**src/logic/bus_ctrl_defs.vh**
```
// Overview of operation
// - reset clears the whole bus control register to zero.
// - processor reads and writes the register at its address, bit or byte.
// - bits 7..0: enable, release, wait release, stop irq, timing, ack, start, stop.
// - enable low presets status, halts operation, drives both lines low.
// - release withdraws from the transfer, waits, leaves both lines released.
// - release clears start, ack, direction, match, extended, master, triggers.
// - release bit self-clears after execution; reset clears it too.
// - after release, rejoin only on master start after stop, address match or extended code.
// - wait release ends the clock-low wait then self-clears; 0 keeps wait.
// - stop irq enable lets a stop condition raise the interrupt request.
// - with enable low, release, wait release and stop irq enable do nothing.
// - stop irq enable set only by software, cleared by software or reset.
// - timing select 0 waits at eighth falling clock edge, 1 at ninth.
`ifndef BUS_CTRL_DEFS_VH
`define BUS_CTRL_DEFS_VH
`define BC_ADDR        20'h0FFB0
`define BC_RESET       8'h00
`define BC_EN          7
`define BC_REL         6
`define BC_WREL        5
`define BC_SPIE        4
`define BC_WTIM        3
`define BC_ACKE        2
`define BC_STT         1
`define BC_SPT         0
`define ST_RESET       8'h00
`define ST_MSTS        7
`define ST_ALD         6
`define ST_EXC         5
`define ST_COI         4
`define ST_TRC         3
`define ST_ACKD        2
`define ST_STD         1
`define ST_SPD         0
`define CNT_EIGHT      4'h8
`define CNT_NINE       4'h9
`endif

```
**src/logic/bus_control.v**
```verilog
`timescale 1ns/1ps
`default_nettype none
`include "bus_ctrl_defs.vh"
module bus_control (
    // clock and reset
    input  wire        mclk,
    input  wire        resetn,
    // processor memory port
    input  wire [19:0] cpu_addr,
    input  wire        cpu_wr,
    input  wire        cpu_rd,
    input  wire        cpu_bit_op,
    input  wire [2:0]  cpu_bit_sel,
    input  wire [7:0]  cpu_wdata,
    output reg  [7:0]  cpu_rdata,
    // serial clock line, open drain (oe low = drive low)
    input  wire        serial_clock_line_in,
    output wire        serial_clock_line_out,
    output wire        serial_clock_line_oe_n,
    // serial data line, open drain
    input  wire        serial_data_line_in,
    output wire        serial_data_line_out,
    output wire        serial_data_line_oe_n,
    // events from the shift datapath
    input  wire        addr_match_evt,
    input  wire        ext_code_evt,
    input  wire        master_start_evt,
    input  wire        master_drive_scl,
    input  wire        master_drive_sda,
    // interrupt request and state
    output reg         bus_irq,
    output wire [7:0]  bus_status_register,
    output wire        in_wait,
    output wire        participating
);
    wire scl_s;
    wire sda_s;
    reg  scl_d_r;
    reg  sda_d_r;
    reg  [7:0] bus_control_r;
    reg  [7:0] bus_control_nxt;
    reg  [7:0] status_r;
    reg  [7:0] status_nxt;
    reg  [3:0] clk_cnt_r;
    reg        wait_r;
    reg        released_r;
    reg        link_r;
    reg        link_nxt;

    // bus activity as seen on the lines
    localparam LINK_IDLE = 1'b0;
    localparam LINK_BUSY = 1'b1;

    pin_sync u_scl (
        .mclk    (mclk),
        .resetn  (resetn),
        .pin_in  (serial_clock_line_in),
        .level_r (scl_s)
    );
    pin_sync u_sda (
        .mclk    (mclk),
        .resetn  (resetn),
        .pin_in  (serial_data_line_in),
        .level_r (sda_s)
    );

    wire en         = bus_control_r[`BC_EN];
    wire hit        = (cpu_addr == `BC_ADDR);
    wire wr_hit     = cpu_wr && hit;
    wire rd_hit     = cpu_rd && hit;
    wire scl_fall   = scl_d_r && !scl_s;
    wire scl_rise   = !scl_d_r && scl_s;
    // start and stop need the clock high on two samples, so both lines
    // rising or falling together on enable or release give no condition
    wire scl_high   = scl_d_r && scl_s;
    wire start_cond = scl_high && sda_d_r && !sda_s;
    wire stop_cond  = scl_high && !sda_d_r && sda_s;
    wire rejoin     = (master_start_evt && link_r == LINK_IDLE) ||
                      addr_match_evt || ext_code_evt;

    // merge a bit or byte write into the current value
    function [7:0] merge;
        input [7:0] cur;
        input       bit_op;
        input [2:0] sel;
        input [7:0] wd;
        reg   [7:0] m;
        begin
            m = cur;
            if (bit_op)
                m[sel] = wd[0];
            else
                m = wd;
            merge = m;
        end
    endfunction

    // clock pulse count at which the wait and its interrupt fall
    function [3:0] wait_count;
        input wtim;
        begin
            if (wtim)
                wait_count = `CNT_NINE;
            else
                wait_count = `CNT_EIGHT;
        end
    endfunction

    // clock pulses of a byte and its acknowledge, wrapping after nine
    function [3:0] pulse_next;
        input [3:0] cnt;
        begin
            if (cnt == `CNT_NINE)
                pulse_next = 4'h1;
            else
                pulse_next = cnt + 4'h1;
        end
    endfunction

    wire [7:0] wval   = merge(bus_control_r, cpu_bit_op, cpu_bit_sel,
                              cpu_wdata);
    wire [7:0] wmask  = cpu_bit_op ? (8'h01 << cpu_bit_sel) : 8'hFF;
    wire       rel_go = wr_hit && wmask[`BC_REL] && wval[`BC_REL] && en;
    wire       wrl_go = wr_hit && wmask[`BC_WREL] && wval[`BC_WREL]
                        && en;
    // pulses are counted on rising edges, so the falling edge after a
    // start condition is not taken for a clock
    wire [3:0] wait_at = wait_count(bus_control_r[`BC_WTIM]);
    wire       wait_pt = !wait_r && scl_fall && en && !released_r &&
                         clk_cnt_r == wait_at;

    // control register
    always @* begin
        bus_control_nxt = bus_control_r;
        if (wr_hit) begin
            bus_control_nxt = wval;
            bus_control_nxt[`BC_REL]  = 1'b0;
            bus_control_nxt[`BC_WREL] = 1'b0;
        end
        if (rel_go) begin
            bus_control_nxt[`BC_STT] = 1'b0;
            bus_control_nxt[`BC_SPT] = 1'b0;
        end
    end

    always @(posedge mclk) begin
        if (!resetn) begin
            bus_control_r <= `BC_RESET;
        end else begin
            bus_control_r <= bus_control_nxt;
        end
    end

    // status register
    always @* begin
        status_nxt = status_r;
        if (!en) begin
            status_nxt = `ST_RESET;
        end else begin
            // the release clears first, so an event in the same cycle lands
            if (rel_go) begin
                status_nxt[`ST_STD]  = 1'b0;
                status_nxt[`ST_ACKD] = 1'b0;
                status_nxt[`ST_TRC]  = 1'b0;
                status_nxt[`ST_COI]  = 1'b0;
                status_nxt[`ST_EXC]  = 1'b0;
                status_nxt[`ST_MSTS] = 1'b0;
            end
            if (start_cond) begin
                status_nxt[`ST_STD] = 1'b1;
                status_nxt[`ST_SPD] = 1'b0;
            end
            if (stop_cond) begin
                status_nxt[`ST_SPD] = 1'b1;
            end
            if (addr_match_evt) begin
                status_nxt[`ST_COI] = 1'b1;
            end
            if (ext_code_evt) begin
                status_nxt[`ST_EXC] = 1'b1;
            end
            if (master_start_evt) begin
                status_nxt[`ST_MSTS] = 1'b1;
            end
            // acknowledge level sampled on the ninth rising clock edge
            if (scl_rise && clk_cnt_r == `CNT_EIGHT) begin
                status_nxt[`ST_ACKD] = !sda_s;
            end
        end
    end

    always @(posedge mclk) begin
        if (!resetn) begin
            status_r <= `ST_RESET;
            scl_d_r  <= 1'b1;
            sda_d_r  <= 1'b1;
        end else begin
            status_r <= status_nxt;
            scl_d_r  <= scl_s;
            sda_d_r  <= sda_s;
        end
    end

    // link state: busy from a start condition until a stop condition
    always @* begin
        link_nxt = link_r;
        case (link_r)
            LINK_IDLE: begin
                if (en && start_cond) begin
                    link_nxt = LINK_BUSY;
                end
            end
            LINK_BUSY: begin
                if (!en || stop_cond) begin
                    link_nxt = LINK_IDLE;
                end
            end
            default: begin
                link_nxt = LINK_IDLE;
            end
        endcase
    end

    always @(posedge mclk) begin
        if (!resetn) begin
            link_r <= LINK_IDLE;
        end else begin
            link_r <= link_nxt;
        end
    end

    // clock pulse counter, cleared by start, stop and disable
    always @(posedge mclk) begin
        if (!resetn) begin
            clk_cnt_r <= 4'h0;
        end else if (!en) begin
            clk_cnt_r <= 4'h0;
        end else if (start_cond || stop_cond) begin
            clk_cnt_r <= 4'h0;
        end else if (scl_rise) begin
            clk_cnt_r <= pulse_next(clk_cnt_r);
        end
    end

    // clock-low wait: entered at the selected falling edge, left on command
    always @(posedge mclk) begin
        if (!resetn) begin
            wait_r <= 1'b0;
        end else if (!en) begin
            wait_r <= 1'b0;
        end else if (wait_pt) begin
            wait_r <= 1'b1;
        end else if (wrl_go || rel_go) begin
            wait_r <= 1'b0;
        end
    end

    // withdrawn from the bus after a release until it may take part again
    always @(posedge mclk) begin
        if (!resetn) begin
            released_r <= 1'b0;
        end else if (!en) begin
            released_r <= 1'b0;
        end else if (rel_go) begin
            released_r <= 1'b1;
        end else if (rejoin) begin
            released_r <= 1'b0;
        end
    end

    // interrupt request: one pulse at the wait point or on a stop
    always @(posedge mclk) begin
        if (!resetn) begin
            bus_irq <= 1'b0;
        end else if (!en) begin
            bus_irq <= 1'b0;
        end else if (wait_pt) begin
            bus_irq <= 1'b1;
        end else if (stop_cond && bus_control_r[`BC_SPIE]) begin
            bus_irq <= 1'b1;
        end else begin
            bus_irq <= 1'b0;
        end
    end

    // read data holds until the next read of the register
    always @(posedge mclk) begin
        if (!resetn) begin
            cpu_rdata <= 8'h00;
        end else if (rd_hit) begin
            cpu_rdata <= bus_control_r;
        end
    end

    // open drain outputs: oe_n low pulls the line low
    wire scl_low = !en ||
                   (!released_r && (wait_r || master_drive_scl));
    wire sda_low = !en ||
                   (!released_r && master_drive_sda);
    assign serial_clock_line_out  = 1'b0;
    assign serial_data_line_out   = 1'b0;
    assign serial_clock_line_oe_n = !scl_low;
    assign serial_data_line_oe_n  = !sda_low;
    assign bus_status_register    = status_r;
    assign in_wait                = wait_r;
    assign participating          = en && !released_r;
endmodule // bus_control
`default_nettype wire

```
**src/logic/pin_sync.v**
```verilog
`timescale 1ns/1ps
`default_nettype none
// three-stage synchroniser; output changes when stages two and three agree
module pin_sync (
    // clock and reset
    input  wire mclk,
    input  wire resetn,
    // pin and filtered level
    input  wire pin_in,
    output reg  level_r
);
    reg s1_r;
    reg s2_r;
    reg s3_r;
    always @(posedge mclk) begin
        if (!resetn) begin
            s1_r    <= 1'b1;
            s2_r    <= 1'b1;
            s3_r    <= 1'b1;
            level_r <= 1'b1;
        end else begin
            s1_r <= pin_in;
            s2_r <= s1_r;
            s3_r <= s2_r;
            if (s2_r == s3_r)
                level_r <= s3_r;
        end
    end
endmodule // pin_sync
`default_nettype wire

```
**config.mk**
```make
export PLATFORM = sky130hd
export DESIGN_NAME = bus_control
export DESIGN_NICKNAME = d
export VERILOG_FILES = /design/src/logic/bus_control.v /design/src/logic/pin_sync.v
export VERILOG_INCLUDE_DIRS = /design/src /design/src/logic
export SDC_FILE = /design/constraint.sdc
export NUM_CORES = 1
export LEC_CHECK = 0
export ABC_CLOCK_PERIOD_IN_PS = 1750
export BUFFER_PORTS_ARGS = -buffer_cell sky130_fd_sc_hd__clkbuf_2
export CAP_MARGIN = 20
export CELL_PAD_IN_SITES_DETAIL_PLACEMENT = 0
export CELL_PAD_IN_SITES_GLOBAL_PLACEMENT = 1
export CORE_UTILIZATION = 35
export CTS_CLUSTER_SIZE = 12
export DETAILED_ROUTE_END_ITERATION = 10
export GPL_TIMING_DRIVEN = 1
export PLACE_DENSITY_LB_ADDON = 0.1
export SLEW_MARGIN = 10
export SYNTH_ARGS = -nofsm -noshare
export SYNTH_HDL_FRONTEND = slang
export SYNTH_SLANG_ARGS = --single-unit
```
**constraint.sdc**
```tcl
create_clock -name mclk -period 1.75 [get_ports mclk]
set_input_delay 0 -clock mclk [delete_from_list [all_inputs] [get_ports mclk]]
set_output_delay 0 -clock mclk [all_outputs]
set_load 0.01 [all_outputs]
```
Yosys cells after proc, flatten, opt, wreduce, memory -nomap -nowiden
Cells that the tools add are included.

Bits in registers: 36. Input port bits: 43. Output and inout bits: 23. Word-level logic and storage cells: 116.

Add/subtract/negate cells: 1. Order comparisons: 2. Equal/unequal tests: 6. Shift operators: 1. Multiplexer cells: 24. Bitwise gates (word level): 3. Reduce and logical (&&, ||, !) cells: 55.

Operators by type and width (count): $logic_and 1x1->1 (27); $eq 20x16->1 const B (1); $mux 1 (16); $reduce_bool 2->1 (8); $logic_not 1->1 (9); $bwmux 8 (1); $eq 4x4->1 const B (2); $logic_or 1x1->1 (8); $mux 8 (1); $mux 7 (1); $shl 1x3->7 const A (1); $mux 5 (1); $add 4x1->4 const B (1); $eq 4x4->1 (1); $lt 3x4->1 const B (1); $mux 4 (1); $demux 1 s3 (1); $ge 3x1->1 const B (1); $not 1->1 (3); $reduce_or 3->1 (1); $eq 1x1->1 (2); $mux 2 (1); $pmux 1 s2 (1); $reduce_and 2->1 (1); $reduce_or 2->1 (1).

Logic depth before layout (Yosys ltp)
Word-level depth: 11. Depth in mapped cells: 6. Depth with buffers taken out: 4.

Hierarchy
A second synthesis with hierarchy kept.

Cells, all modules: 207. Area, all modules: 1820.5 um^2.

Modules (own cells, without submodules): bus_control (times used 1, cells an instance 187, area an instance 1595.3 um^2, sequential area each 560.5 um^2); pin_sync (times used 2, cells an instance 10, area an instance 112.6 um^2, sequential area each 80.1 um^2).

Least setup slack after synthesis
Ideal clock, no wire load.

Path kind: register to register. From: register bus_control_r[7]. To: register bus_control_r[0]. Setup time: 70 ps. Data arrival time: 1208 ps. Required time: 1680 ps. Path slack: 471 ps. Cell stages (with the launch flop): 6. Buffers on the path: 1. Path through: dfxtp_1 -> clkbuf_1 -> and3b_1 -> a31oi_1 -> nor4b_2 -> o21bai_1.

Word-level cells in the longest chain between the ends: 2.

Ends and longest elaborated chain: start, declared (line bus_control.v:40) `reg [7:0] bus_control_r;`; start signal, assigned (line bus_control.v:148) `` bus_control_r <= `BC_RESET; ``; start signal, assigned (line bus_control.v:150) `bus_control_r <= bus_control_nxt;`; $logic_and 1x1->1 (line bus_control.v:123) `` wire rel_go = wr_hit && wmask[`BC_REL] && wval[`BC_REL] && en; ``; $reduce_or 2->1 (no line).

Every way passes these cells. A chain may end at the register's enable or synchronous reset.

Worst setup path after layout
Same ends and word-level chain as after synthesis.

==> results.md <==
- The origin of the worst min-delay path is cpu_rd.
- The count of port buffers added during placement is between 50 and 60.
- The setup fix buffers added after clock tree synthesis is 0.
- On the critical path, the stage with the largest delay is an instance of sky130_fd_sc_hd__dfxtp_1.
- STA classifies the critical path endpoint as a register.
- The layout overhead on the synthesized area is 25.3%.
- The area of the core region is 0.00485 sq mm.
- The buffer depth of the longest clock path is 2.
- 66 I/O pins were placed.
- The floorplan step defined a die boundary enclosing 0.00549 sq mm.
- The share of synthesized area occupied by flip-flops and latches is 0.396.
- The sum of negative setup slack is 0 ns.
- Summed over all layers, the routed wires come to approximately 3900 um.
- The share of synthesized registers carrying an async set or reset is 0.
- The endpoint of the worst register-to-register path is bus_control_r[0].
- The clock net in this run drives a total of 36 sinks.
- The number of fill cells is about 490.
- For this configuration, the core starts out at a cell density of 0.375.
- The height of the chip is 74.1 um.
- The count of cells along the worst register-to-register path is 4.
- The TritonCTS buffer count is 5.
- The minimum setup slack among reg-to-reg paths is between 0.3 and 0.4 ns.
- The first global-routing pass estimated 6930 um of wire.
- Dividing total power by cell area gives a power density of 677 mW/mm^2.
- The final worst clock skew is 0.00761 ns.
- Derived from the worst setup path, the maximum achievable clock frequency is 719 MHz.
- The path class of the lowest-slack min-delay path is primary input to register.
- The startpoint of the most critical register-to-register path is bus_control_r[7].
- The startpoint type of the worst setup path is a register.
- Routability-driven placement finished with a final weighted congestion of 0.769.
- Setup repair after global routing left no endpoint under its margin.
- The number of hold buffers added after CTS is 5.
- Of the cells placed in the final design, the portion with a size suffix greater than 1 is 0.296.
- The count of vias placed by the detailed router is 1686.
- The static power due to leakage is 0.000942 uW.
- The clock root buffer is sky130_fd_sc_hd__clkbuf_8.
- The global-route usage over all layers is 0.162.
- The maximum VDD drop is 0.000332 V.
- The pre-antenna-repair detailed-routing pass consisted of 4 iterations.
- The count of yosys warnings during synthesis is 0.
- The average wire per cell in the routed design is 11.7 um.
- The post-cts repair resize count is 0.
- The initial antenna violation count came to 0.
- The synthesized design contains 0 enable-type register cells.
- Measured along the x axis, the die boundary spans 74.1 um.
- The residual antenna-violating net count after detailed routing is 0.
- The worst hold path terminates at cpu_rdata[4].
- Counting flops and latches in the post-synthesis netlist gives 36.
- Entering global routing, the biggest net connects 17 pins.
- The layout net count is 312.
- The worst endpoint required time is 1.97 ns.
- The count of antenna diodes in the layout is 0.
- In this run, the number of DRC markers left after iteration 0 of detailed routing was 82.
- TritonCTS built the clock tree.
- The stage delay of the slowest cell on the critical path is 0.38 ns.
- The netlist area before placement is 0.00182 sq mm.
- The most instantiated flip-flop cell in the synthesis netlist is sky130_fd_sc_hd__dfxtp_1.
- The number of different library cells used by synthesis comes to 49.
- The synthesized netlist cell count is approximately 210.
- The total of endpoints with negative setup slack in the final report is 0.
- In the routed design, unresolved DRC markers number 0.
- The hold violation total from the final report is 0.
- The H-tree generated during clock tree synthesis spans 2 levels.
- A synthesized cell averages 8.74 sq um.
- On the final layout, the worst hold slack is 0.0614 ns.
- For the finished layout, the period the worst path requires is 1.39 ns.
- The worst hold path cell count is 3.
- In the finished design, the share of the clock period the worst path needs comes to 0.794.
- Max-cap violations in this run came to 0.
- Detailed placement finished with a half-perimeter wire length of roughly 3000 um.
- After clock tree synthesis, the clock-pin slew on the worst setup and hold paths is around 0.08 ns.
- The worst setup path is of the register to register kind.
- The via count of the first global-routing pass is 1570.
- The final-report max-slew violation count came to 0.
- Traced cell by cell, the critical path runs through and3b_1 > a31oi_1 > nor4b_2 > o21bai_1.
- The data arrival time of the worst path is around 1.6 ns.
- The run finished with clean final reports.
- The clock latency at the later pin of the worst-skew pair is 0.28 ns.
- The average vias per placed instance is about 5.
- The highest fanout seen on the critical path is 7.
- After floorplanning, the core was divided into 25 placement rows.
- After global routing the overflow that remains totals 0.
[routing by layer]
layer  track usage  wire [um]
met5             0          0
met4        0.0449         29
met3        0.0379        235
met2         0.280       1870
met1         0.202       1800
[cell usage after synthesis (2+ instances only)]
master                     instances  share of area
sky130_fd_sc_hd__dfxtp_1          36           0.40
sky130_fd_sc_hd__nand2_1          22          0.045
sky130_fd_sc_hd__o21ai_0          16          0.044
sky130_fd_sc_hd__nor2_1           11          0.023
sky130_fd_sc_hd__nand4_1           9          0.031
sky130_fd_sc_hd__nand2b_1          8          0.028
sky130_fd_sc_hd__nor2b_1           8          0.028
sky130_fd_sc_hd__a21boi_0          7          0.029
sky130_fd_sc_hd__a21oi_1           7          0.019
sky130_fd_sc_hd__buf_4             7          0.029
sky130_fd_sc_hd__buf_2             6          0.017
sky130_fd_sc_hd__clkbuf_1          6          0.012
sky130_fd_sc_hd__inv_1             6          0.012
sky130_fd_sc_hd__nor3_1            5          0.014
sky130_fd_sc_hd__a31oi_1           4          0.014
sky130_fd_sc_hd__a41o_1            4          0.022
sky130_fd_sc_hd__mux2i_1           4          0.022
sky130_fd_sc_hd__nand4b_1          3          0.014
sky130_fd_sc_hd__a211oi_1          2         0.0083
sky130_fd_sc_hd__and4b_1           2          0.011
sky130_fd_sc_hd__nand3_1           2         0.0055
sky130_fd_sc_hd__nor3b_1           2         0.0083
sky130_fd_sc_hd__nor4_1            2         0.0069
sky130_fd_sc_hd__nor4b_4           2          0.026
sky130_fd_sc_hd__o21a_1            2         0.0083
sky130_fd_sc_hd__xor2_1            2         0.0096
[worst max-delay path, delay by kind of cell, from the launching register on]
family	cells	cell delay, ns
simple gates	2	0.46
flops	1	0.38
compound gates	2	0.47
[power breakdown]
part | internal (uW) | leakage [uW] | total (uW) | switching (uW)
Sequential | 824 | 0.000291 | 826 | 2.09
Combinational | 70.9 | 0.000602 | 141 | 69.7
Clock | 277 | 0.0000479 | 575 | 297
Total | 1170 | 0.000942 | 1540 | 369
[how the worst max path moves through the flow]
stage	startpoint	to	slack, ns
6_report	bus_control_r[7]	bus_control_r[0]	0.36
5_1_grt	bus_control_r[7]	bus_status_register[4]	0.20
4_1_cts	bus_control_r[7]	bus_status_register[5]	0.33
3_5_place_dp	cpu_addr[14]	bus_status_register[5]	0.28
3_3_place_gp	cpu_addr[14]	bus_status_register[5]	0.32
2_1_floorplan	bus_control_r[7]	bus_control_r[0]	0.47
[state kept, by name, summed over array words and instances (netlist names)]
| name | flops |
|---|---|
| bus_control_r | 6 |
| bus_irq | 1 |
| bus_status_register | 6 |
| clk_cnt_r | 4 |
| cpu_rdata | 6 |
| in_wait | 1 |
| link_r | 1 |
| released_r | 1 |
| scl_d_r | 1 |
| sda_d_r | 1 |
| u_scl.level_r | 1 |
| u_scl.s1_r | 1 |
| u_scl.s2_r | 1 |
| u_scl.s3_r | 1 |
| u_sda.level_r | 1 |
| u_sda.s1_r | 1 |
| u_sda.s2_r | 1 |
| u_sda.s3_r | 1 |
[kinds of logic (layout without fill, tap and decap cells)]
kind of cell | count (synthesis) | count (layout) | synth area share
and+or+nand+nor | 88 | 88 | 0.308
other | 1 | 6 | 0.00206
AOI/OAI and AO/OA | 50 | 50 | 0.181
buffers and inverters | 25 | 82 | 0.0702
xor gates and xnor gates | 3 | 3 | 0.0145
muxes | 5 | 5 | 0.0282
DFF | 36 | 36 | 0.396
[per-stage QoR]
| stage | total power [uW] | cells | setup slack, ns | cell area (sq um) | util |
|---|---|---|---|---|---|
| 2_1_floorplan | 924 | 213 | 0.471 | 1840 | - |
| 4_1_cts | 1560 | 337 | 0.332 | 2280 | 0.470 |
| 5_1_grt | 1620 | 337 | 0.196 | 2280 | 0.470 |
| 3_5_place_dp | 978 | 324 | 0.285 | 2140 | 0.442 |
| 6_report | 1540 | 337 | 0.360 | 2280 | 0.470 |
| 3_3_place_gp | 979 | 324 | 0.319 | 2140 | 0.442 |
[area by class of cell]
type | instances | area [sq um] | area share
multi-input cells | 152 | 988 | 0.434
clock buffers | 5 | 68.8 | 0.0302
flip-flops and latches | 36 | 721 | 0.316
inverters | 6 | 22.5 | 0.00988
well taps | 67 | 83.8 | 0.0368
clock inverters | 3 | 18.8 | 0.00824
repair buffers | 68 | 375 | 0.165
[placed cells by master, fill, tap and decap left out, types with 3 or more instances in the layout]
cell                            synthesis  final
sky130_fd_sc_hd__clkbuf_2               0     59
sky130_fd_sc_hd__dfxtp_1               36     36
sky130_fd_sc_hd__nand2_1               22     22
sky130_fd_sc_hd__o21ai_0               16     16
sky130_fd_sc_hd__nor2_1                11     11
sky130_fd_sc_hd__nand4_1                9      9
sky130_fd_sc_hd__nor2b_1                8      8
sky130_fd_sc_hd__nand2b_1               8      8
sky130_fd_sc_hd__a21boi_0               7      7
sky130_fd_sc_hd__a21oi_1                7      7
sky130_fd_sc_hd__inv_1                  6      6
sky130_fd_sc_hd__conb_1                 1      6
sky130_fd_sc_hd__nor3_1                 5      5
sky130_fd_sc_hd__clkbuf_8               0      5
sky130_fd_sc_hd__dlygate4sd3_1          0      5
sky130_fd_sc_hd__a41o_1                 4      4
sky130_fd_sc_hd__mux2i_1                4      4
sky130_fd_sc_hd__a31oi_1                4      4
sky130_fd_sc_hd__buf_4                  7      4
sky130_fd_sc_hd__nand4b_1               3      3
Note: power is estimated with default switching activity, not from simulation.
